### src/common/msc_pkg.sv
package msc_pkg;

  // clock and timing
  localparam int CLK_PERIOD_NS  = 40;
  localparam int RESET_MIN_NS   = 2000;
  // least time: round up to whole cycles
  localparam int RESET_MIN_CYC  =
    (RESET_MIN_NS + CLK_PERIOD_NS - 1) / CLK_PERIOD_NS;
  localparam int RESET_CNT_W    = 6;
  localparam int INIT_MAX_MS    = 2000;
  // longest time: round down
  localparam int INIT_MAX_CYC   =
    INIT_MAX_MS * (1000000 / CLK_PERIOD_NS);
  localparam int INIT_CNT_W     = 26;
  localparam int INT_RELEASE_US = 500;
  localparam int INT_RELEASE_CYC =
    (INT_RELEASE_US * 1000) / CLK_PERIOD_NS;

  // status byte 2 layout
  localparam int          STATUS2_DNR_BIT = 0;
  localparam logic [7:0]  STATUS2_RESET   = 8'h01;

  // pin levels as seen at the connector
  localparam logic        PRESENT_LEVEL   = 1'b0;
  localparam logic        SYNC_RESET_VAL  = 1'b1;

  // slow pins, travelling together
  typedef struct packed {
    logic select_n;
    logic reset_n;
    logic low_power;
  } msc_pins_type;

  localparam msc_pins_type PINS_IDLE = '{
    select_n:  1'b1,
    reset_n:   1'b1,
    low_power: 1'b1
  };

  // sticky interrupt sources
  typedef struct packed {
    logic fault;
    logic complete;
  } msc_flags_type;

  typedef enum logic [2:0] {
    ST_HOLD  = 3'b001,
    ST_INIT  = 3'b010,
    ST_READY = 3'b100
  } msc_state_type;

endpackage

### src/design/msc_pin_conditioner.sv
module msc_pin_conditioner
  import msc_pkg::*;
(
  input  wire logic         i_clk_sys,       // system clock
  input  wire logic         i_rst,           // async reset, high
  input  wire msc_pins_type i_pins,          // raw connector pins
  output msc_pins_type      o_pins,          // synchronised pins
  output logic              o_reset_hold,    // qualified reset active
  output logic              o_reset_release  // pulse at reset release
);

  localparam int W = $bits(msc_pins_type);

  logic [W-1:0]            meta;
  logic [W-1:0]            sync;
  logic [RESET_CNT_W-1:0]  cnt;
  logic [RESET_CNT_W-1:0]  next_cnt;
  logic                    next_hold;
  logic                    next_release;
  logic                    low;

  // two flops per pin; idle levels match the pull-ups
  genvar g;
  generate
    for (g = 0; g < W; g++) begin : g_sync
      always_ff @(posedge i_clk_sys or posedge i_rst) begin
        if (i_rst) begin
          meta[g] <= SYNC_RESET_VAL;
          sync[g] <= SYNC_RESET_VAL;
        end else begin
          meta[g] <= i_pins[g];
          sync[g] <= meta[g];
        end
      end
    end
  endgenerate

  assign o_pins = msc_pins_type'(sync);
  assign low    = ~o_pins.reset_n;

  // short lows never reach the hold flag
  always_comb begin
    next_cnt     = '0;
    next_hold    = o_reset_hold;
    next_release = 1'b0;
    if (low) begin
      next_cnt = cnt;
      if (cnt != RESET_CNT_W'(RESET_MIN_CYC + 1))
        next_cnt = cnt + RESET_CNT_W'(1);
      if (cnt == RESET_CNT_W'(RESET_MIN_CYC))
        next_hold = 1'b1;
    end else if (o_reset_hold) begin
      next_hold    = 1'b0;
      next_release = 1'b1;
    end
  end

  always_ff @(posedge i_clk_sys or posedge i_rst) begin
    if (i_rst) begin
      cnt             <= '0;
      o_reset_hold    <= 1'b0;
      o_reset_release <= 1'b0;
    end else begin
      cnt             <= next_cnt;
      o_reset_hold    <= next_hold;
      o_reset_release <= next_release;
    end
  end
endmodule

### src/design/msc_sideband.sv
// Contract
// - select low: answer addressed 2-wire transfers
// - select high: never drive data line
// - select pin has internal pull-up
// - qualified reset restores all settings default
// - init timing starts at reset rising edge
// - completion: interrupt with not-ready bit cleared
// - power-up posts completion without reset pulse
// - no override: pin high means low power
// - override: power-set bit chooses level
// - presence output tied low inside module
// - interrupt pulled low on fault or status
// - interrupt only pulled low or released
// - reset low must exceed two microseconds
// - not-ready in byte 2 bit 0, cleared
// - flags clear on read, release interrupt
module msc_sideband
  import msc_pkg::*;
#(
  parameter int INIT_LIMIT = INIT_MAX_CYC  // init deadline, cycles
)(
  input  wire logic         i_clk_sys,           // system clock
  input  wire logic         i_rst,               // async reset, high
  input  wire logic         i_module_select_pin_n, // select pin
  input  wire logic         i_module_reset_n,    // reset pin
  input  wire logic         i_low_power_request, // low power pin
  input  wire logic         i_twi_sda_pull,      // 2-wire core pulls sda
  input  wire logic         i_monitor_valid,     // monitor data valid
  input  wire logic         i_fault_event,       // fault flag set pulse
  input  wire logic         i_flag_read,         // host read of flags
  input  wire logic         i_power_override,    // override bit
  input  wire logic         i_power_set,         // power-set bit
  output logic              o_twi_enable,        // 2-wire core may run
  output logic              o_sda_out,           // sda output level
  output logic              o_sda_oe,            // sda pulled low
  output logic              o_select_pullup_en,  // select pull-up on
  output logic              o_settings_reset,    // settings to default
  output logic              o_low_power,         // low power level
  output logic              o_module_present_n,  // presence pin
  output logic              o_interrupt_n_out,   // interrupt level
  output logic              o_interrupt_n_oe,    // interrupt pulled low
  output logic [7:0]        o_status2            // status byte 2
);

  msc_pins_type            raw_pins;
  msc_pins_type            pins;
  logic                    reset_hold;
  logic                    reset_release;

  msc_state_type           state;
  msc_state_type           next_state;
  logic [INIT_CNT_W-1:0]   init_cnt;
  logic [INIT_CNT_W-1:0]   next_init_cnt;
  logic                    dnr;
  logic                    next_dnr;
  msc_flags_type           flags;
  msc_flags_type           next_flags;

  logic                    next_twi_enable;
  logic                    next_sda_oe;
  logic                    next_settings_reset;
  logic                    next_low_power;
  logic                    next_int_oe;

  assign raw_pins = '{
    select_n:  i_module_select_pin_n,
    reset_n:   i_module_reset_n,
    low_power: i_low_power_request
  };

  // pins enter the clock domain through two flops
  msc_pin_conditioner u_cond (
    .i_clk_sys       (i_clk_sys),
    .i_rst           (i_rst),
    .i_pins          (raw_pins),
    .o_pins          (pins),
    .o_reset_hold    (reset_hold),
    .o_reset_release (reset_release)
  );

  // reset and initialisation sequencing
  always_comb begin
    next_state    = state;
    next_init_cnt = init_cnt;
    next_dnr      = dnr;
    case (state)
      ST_HOLD: begin
        next_dnr      = 1'b1;
        next_init_cnt = '0;
        if (reset_release)
          next_state = ST_INIT;
      end
      ST_INIT: begin
        next_init_cnt = init_cnt + INIT_CNT_W'(1);
        if (reset_hold) begin
          next_state = ST_HOLD;
        end else if (i_monitor_valid ||
                     init_cnt == INIT_CNT_W'(INIT_LIMIT - 1)) begin
          // deadline keeps a stuck monitor from hiding the module
          next_state = ST_READY;
          next_dnr   = 1'b0;
        end
      end
      ST_READY: begin
        if (reset_hold) begin
          next_state = ST_HOLD;
          next_dnr   = 1'b1;
        end
      end
      default: begin
        next_state = ST_HOLD;
        next_dnr   = 1'b1;
      end
    endcase
  end

  always_ff @(posedge i_clk_sys or posedge i_rst) begin
    if (i_rst) begin
      state    <= ST_INIT;
      init_cnt <= '0;
      dnr      <= 1'b1;
    end else begin
      state    <= next_state;
      init_cnt <= next_init_cnt;
      dnr      <= next_dnr;
    end
  end

  // sticky flags: a set in the read cycle survives
  always_comb begin
    next_flags = flags;
    if (i_flag_read)
      next_flags = '0;
    if (i_fault_event)
      next_flags.fault = 1'b1;
    if (state == ST_INIT && next_state == ST_READY)
      next_flags.complete = 1'b1;
    if (next_state == ST_HOLD)
      next_flags = '0;
    next_int_oe = |next_flags;
  end

  always_ff @(posedge i_clk_sys or posedge i_rst) begin
    if (i_rst) begin
      flags            <= '0;
      o_interrupt_n_oe <= 1'b0;
    end else begin
      flags            <= next_flags;
      o_interrupt_n_oe <= next_int_oe;
    end
  end

  // select gating, power level and settings reset
  always_comb begin
    next_twi_enable     = ~pins.select_n;
    next_sda_oe         = ~pins.select_n & i_twi_sda_pull;
    next_settings_reset = (next_state == ST_HOLD);
    if (i_power_override)
      next_low_power = i_power_set;
    else
      next_low_power = pins.low_power;
  end

  always_ff @(posedge i_clk_sys or posedge i_rst) begin
    if (i_rst) begin
      o_twi_enable     <= 1'b0;
      o_sda_oe         <= 1'b0;
      o_settings_reset <= 1'b1;
      o_low_power      <= 1'b1;
    end else begin
      o_twi_enable     <= next_twi_enable;
      o_sda_oe         <= next_sda_oe;
      o_settings_reset <= next_settings_reset;
      o_low_power      <= next_low_power;
    end
  end

  // fixed pin levels; open-drain outputs only ever drive low
  always_ff @(posedge i_clk_sys or posedge i_rst) begin
    if (i_rst) begin
      o_sda_out          <= 1'b0;
      o_interrupt_n_out  <= 1'b0;
      o_module_present_n <= PRESENT_LEVEL;
      o_select_pullup_en <= 1'b1;
    end else begin
      o_sda_out          <= 1'b0;
      o_interrupt_n_out  <= 1'b0;
      o_module_present_n <= PRESENT_LEVEL;
      o_select_pullup_en <= 1'b1;
    end
  end

  assign o_status2 = STATUS2_RESET & {7'h00, dnr};
endmodule

### config.mk
export PLATFORM = sky130hd
export DESIGN_NAME = msc_sideband
export DESIGN_NICKNAME = d
export VERILOG_FILES = /design/src/common/msc_pkg.sv /design/src/design/msc_pin_conditioner.sv /design/src/design/msc_sideband.sv
export SDC_FILE = /design/constraint.sdc
export NUM_CORES = 1
export LEC_CHECK = 0
export BUFFER_PORTS_ARGS = -buffer_cell sky130_fd_sc_hd__buf_2
export CAP_MARGIN = 20
export CORE_UTILIZATION = 30
export DETAILED_ROUTE_END_ITERATION = 16
export HOLD_SLACK_MARGIN = 0.12
export SLEW_MARGIN = 25
export SYNTH_ARGS = -nofsm -noshare
export SYNTH_HDL_FRONTEND = slang
export SYNTH_HIERARCHICAL = 1
export SYNTH_SLANG_ARGS = --single-unit
### constraint.sdc
create_clock -name i_clk_sys -period 5.5 [get_ports i_clk_sys]
set_clock_uncertainty 0.1 [all_clocks]
set_input_delay 1.1 -clock i_clk_sys [delete_from_list [all_inputs] [get_ports i_clk_sys]]
set_output_delay 1.1 -clock i_clk_sys [all_outputs]
set_load 0.02 [all_outputs]
---- After elaboration in Yosys (flattened, before gate mapping) ----
Cells that the tools add are included.
word-level totals
  bits in registers ....................... 51
  input port bits ......................... 11
  output and inout port bits .............. 17
  logic and storage cells ................. 62
cells by class
  add/sub/neg operators ................... 2
  equality and inequality tests ........... 11
  muxes and demuxes ....................... 21
  bitwise operators ....................... 2
  reductions and logical operators ........ 7
operator list
  kind                                                                      number
  26-bit one-hot mux with 2 select lines                                    1
  26-bit by 1-bit adder with 26-bit output (second input constant)          1
  26-bit equality test (second input constant)                              1
  3-bit two-way mux                                                         4
  6-bit two-way mux                                                         2
  1-bit two-way mux                                                         10
  3-bit one-hot mux with 3 select lines                                     1
  6-bit by 1-bit adder with 6-bit output (second input constant)            1
  3-bit by 1-bit equality test with 1-bit output (second input constant)    2
  3-bit equality test (second input constant)                               2
  6-bit equality test (second input constant)                               1
  6-bit inequality test (second input constant)                             1
  2-bit nonzero test                                                        3
  2-bit two-way mux                                                         2
  2-bit inequality test (second input constant)                             2
  3-bit by 2-bit equality test with 1-bit output (second input constant)    1
  3-bit AND reduction                                                       1
  2-bit by 1-bit inequality test with 1-bit output (second input constant)  1
  1-bit one-hot mux with 2 select lines                                     1
  2-bit OR reduction                                                        1
  1-bit AND                                                                 1
  1-bit logical AND                                                         1
  1-bit logical OR                                                          1
  1-bit inverter                                                            1

---- Depth between registers and ports, before layout ----
  depth after elaboration ................. 10
  depth in mapped cells ................... 5
  mapped depth without buffers ............ 5

---- Cells and area by module ----
The synthesis kept the hierarchy.
by module, submodules not included
  module               instances  cells an instance  area each (um^2)  sequential area each (um^2)
  msc_sideband         1          204                2064.5            930.9
  msc_pin_conditioner  1          42                 556.8             357.8

---- Least setup slack after synthesis ----
Ideal clock, no wire load.
  kind .................................... reg-to-reg
  start point ............................. reg state[1]
  end point ............................... reg init_cnt[21]
  library setup time ...................... 0.079 ns
  arrival ................................. 1.738 ns
  data required time ...................... 5.321 ns
  path slack .............................. 3.583 ns
  stages on the path, launching flop included .. 5
  path buffers ............................ 0
  period minus slack after synthesis ...... 1.917 ns
  cell sequence ........................... dfstp_2 -> or3b_4 -> or3_1 -> nor3_1 -> mux2i_1
on the way
  cells in the longest elaborated chain, start to end .. 2
  elaborated cells between the ends (all ways) .. 4
  classes of those cells .................. 2 x eq/ne; 1 x mux; 1 x reduce/logical
RTL lines
  item                                                                                                                     line                 source
  start: declaration                                                                                                       msc_sideband.sv:50   msc_state_type state;
  start signal: assignment                                                                                                 msc_sideband.sv:123  state <= next_state;
  3-bit by 2-bit equality test with 1-bit output / 3-bit by 1-bit equality test with 1-bit output (equally long branches)  msc_sideband.sv:86   case (state)
  26-bit one-hot mux with 2 select lines / 2-bit nonzero test (equally long branches)                                      -
  end signal: assignment                                                                                                   msc_sideband.sv:124  init_cnt <= next_init_cnt;
  end: declaration                                                                                                         msc_sideband.sv:52   logic [INIT_CNT_W-1:0] init_cnt;
Several ways; a longest one is shown, not always the timed one.
A chain may end at the register's enable or synchronous reset.

---- Worst setup path in the final report ----
  start point ............................. reg state[1]
  end point ............................... reg init_cnt[24]
Same word-level chain as after synthesis.

==> run metrics <==
Inserted Clock Buffers=5; crit end category=flop; NumNets Final=272; post-DR wirelength/cell=12.8 um; DRT Pass-1 Iters=4; RSZ-0062 raised after global routing=no; deepest clock path buffer count=2; Multi-input gate area=1190 um2; # DRC=0; pre-CTS setup slack=3270 ps; Pleak=1.32 nW; Hold Vio Cnt, Final=0; antenna violation net count after detailed routing=0; Finish-stage setup viols=0; Clock transition at path regs=90 ps; sequential cell area=1290 um2; Post-Syn Area=2620 um2; # resized after CTS=0; Area growth syn-to-layout=9.02%; CTS Hold Buffers Added=0; maximum VDD drop=0.000136 V; Clk Latency, worst-skew pair=300 ps; DP HPWL=3280 um; sequential element share of the synthesized area=49.2%; Max Slew Vio Count=0; PwrDens=252 nW/um2; status=finished, final reports clean; crit path launch type=flop; IO Port Bufs=16; CTS tree=built; share of the synthesized area in the top cell type=39.1%; M2 GR Usage=16.7%; CP Max Fanout=12; Slew headroom=58.2%; synth unique cells=53; routed vias=1778; vias in the first global route=1629; GP Congestion=0.802; via-per-instance ratio=4.88; row cnt=33; worst hold slack=259 ps; I/O Pins=28; DRT iter0 DRCs=71; first-pass GRT wire length=7900 um; Setup Buffers After CTS=0; layout cell share with drive strength beyond 1=18.5%; period utilization=40.4%; n_diodes=0; register bit count reported by yosys=51; grt ovf=0; ranking of synthesized cells by area=dfrtp_1 (39%), dfstp_2 (10%), mux2i_1 (7.3%); Peak Freq=0.450 GHz; CTS H-tree lvls=2; initial antenna violation count=0; Die Y=95.5 um; synthesized area per cell=10.7 um2; ys async rst share=100%; initial core utilization=31.4%; Top Usage Layer GRT=met2; CP arrival=2350 ps; Crit path largest cell delay=610 ps; largest net degree at the start of global routing=38; post-synth top area cell=dfrtp_1; Final WS setup=3280 ps; Crit Path Class=reg -> reg; met3 usage=2.55%; GR Util met1=16.1%; total track usage=11.2%; MaxCap Viol Count=0; slowest cell on the critical path=dfstp_2; fill count=848; prevailing post-synth register cell=dfrtp_1; crit path cell chain=or3b_4 -> nor4_4 -> and4_1 -> mux2i_1; WP data required=5630 ps; core area=8340 um2; Die ar.=9120 um2; drt total wl=4680 um; CTS sink count=51; EDFF count, synth=0; Synth Warn #=6; Tmin final=2220 ps; post-layout util=34.3%; worst slew pin tran=626 ps; die width=95.5 um; CTS root buffer=clkbuf_8; Post-Synthesis Cells=246; Worst Hold Class=reg -> reg; Setup TNS=0 ps
[synthesized netlist by cell type (2+ instances only)]
cell type,instances
xor2_1,2
nor2b_1,3
buf_6,3
or3b_2,2
dfrtp_1,41
nand2b_1,3
nor3_1,5
nand3_1,13
buf_4,12
or4bb_1,2
or4b_1,2
nor4b_1,2
nor2_1,12
nand2_1,32
and3_1,2
nor4_4,4
ha_1,3
dfstp_2,10
a21oi_1,5
nor4_1,4
nand4_1,9
a22o_1,2
mux2i_1,19
and2_1,2
clkbuf_1,4
a211oi_1,3
conb_1,2
nor3b_1,3
o21ai_0,8
and4_1,3
or3_1,2
inv_1,6
[report_power, final]
group           total, W  switching, W  internal, W  leakage (nW)
clock network   0.000302      0.000120     0.000182        0.0654
logic          0.0000317     0.0000220   0.00000963         0.590
registers       0.000387    0.00000416     0.000383         0.660
total           0.000721      0.000146     0.000575          1.32
[final cells by class]
cell class	instances	area share, %
Timing Repair Buffer	17	3.06
Tap cell	105	4.60
Sequential cell	51	45.1
Inverter	6	0.788
Multi-Input combinational cell	177	41.8
Clock buffer	6	2.54
Clock inverter	2	2.10
[logic make-up after synthesis]
logic type / share of synthesized area [%]
AOI/OAI and AO/OA: 7.35
xor gates and xnor gates: 1.00
adders and majority gates: 1.43
buffers and inverters: 6.54
DFF: 49.2
muxes: 7.68
other: 0.287
and+or+nand+nor: 26.5
[worst max-delay path, delay by kind of cell (launching register included)]
family | cells | cell delay (ps)
and+or+nand+nor | 3 | 1250
DFF | 1 | 610
muxes | 1 | 180
[state kept, by name, summed over array words and instances (netlist names)]
| signal | cells |
|---|---|
| o_low_power | 1 |
| o_interrupt_n_oe | 1 |
| state | 3 |
| flags | 2 |
| o_settings_reset | 1 |
| u_cond/meta | 3 |
| u_cond/o_reset_hold | 1 |
| init_cnt | 26 |
| u_cond/o_pins | 3 |
| o_sda_oe | 1 |
| o_twi_enable | 1 |
| u_cond/cnt | 6 |
| u_cond/o_reset_release | 1 |
| dnr | 1 |
[layer usage]
| layer | wire, um | up-vias |
|---|---|---|
| li1 | - | 887 |
| met1 | 2400 | 863 |
| met2 | 2110 | 25 |
| met3 | 139 | 3 |
| met4 | 25 | 0 |
| met5 | 0 | - |
[layout by cell type (no fill, tap or decap), types with 4 or more instances in the layout]
master / netlist / final
a21oi_1: 5 / 5
buf_2: 1 / 16
clkbuf_8: 0 / 5
conb_1: 2 / 11
dfrtp_1: 41 / 41
dfstp_2: 10 / 10
inv_1: 6 / 6
mux2i_1: 19 / 19
nand2_1: 32 / 32
nand3_1: 13 / 13
nand4_1: 9 / 9
nor2_1: 12 / 12
nor3_1: 5 / 5
nor4_1: 4 / 4
nor4_4: 4 / 4
o21ai_0: 8 / 8
[worst paths after layout]
kind,end,depth (start not counted),slack (ps),startpoint
max reg2reg,init_cnt[24],4,3280,state[1]
min reg2reg,u_cond/o_pins[0],0,260,u_cond/meta[0]
min,u_cond/o_pins[0],0,260,u_cond/meta[0]
max in group asynchronous,o_low_power,3,4130,i_rst
max,init_cnt[24],4,3280,state[1]
min in group asynchronous,u_cond/o_reset_release,2,720,i_rst
[metrics by stage]
| step | instances | cell area (um2) | total power (W) |
|---|---|---|---|
| finish | 364 | 2860 | 0.000721 |
| CTS | 364 | 2860 | 0.000731 |
| floorplan | 255 | 2660 | 0.000423 |
| detailed placement | 356 | 2730 | 0.000427 |
| global placement | 356 | 2730 | 0.000427 |
| global route | 364 | 2860 | 0.000751 |
(Power assumes the default switching activity.)
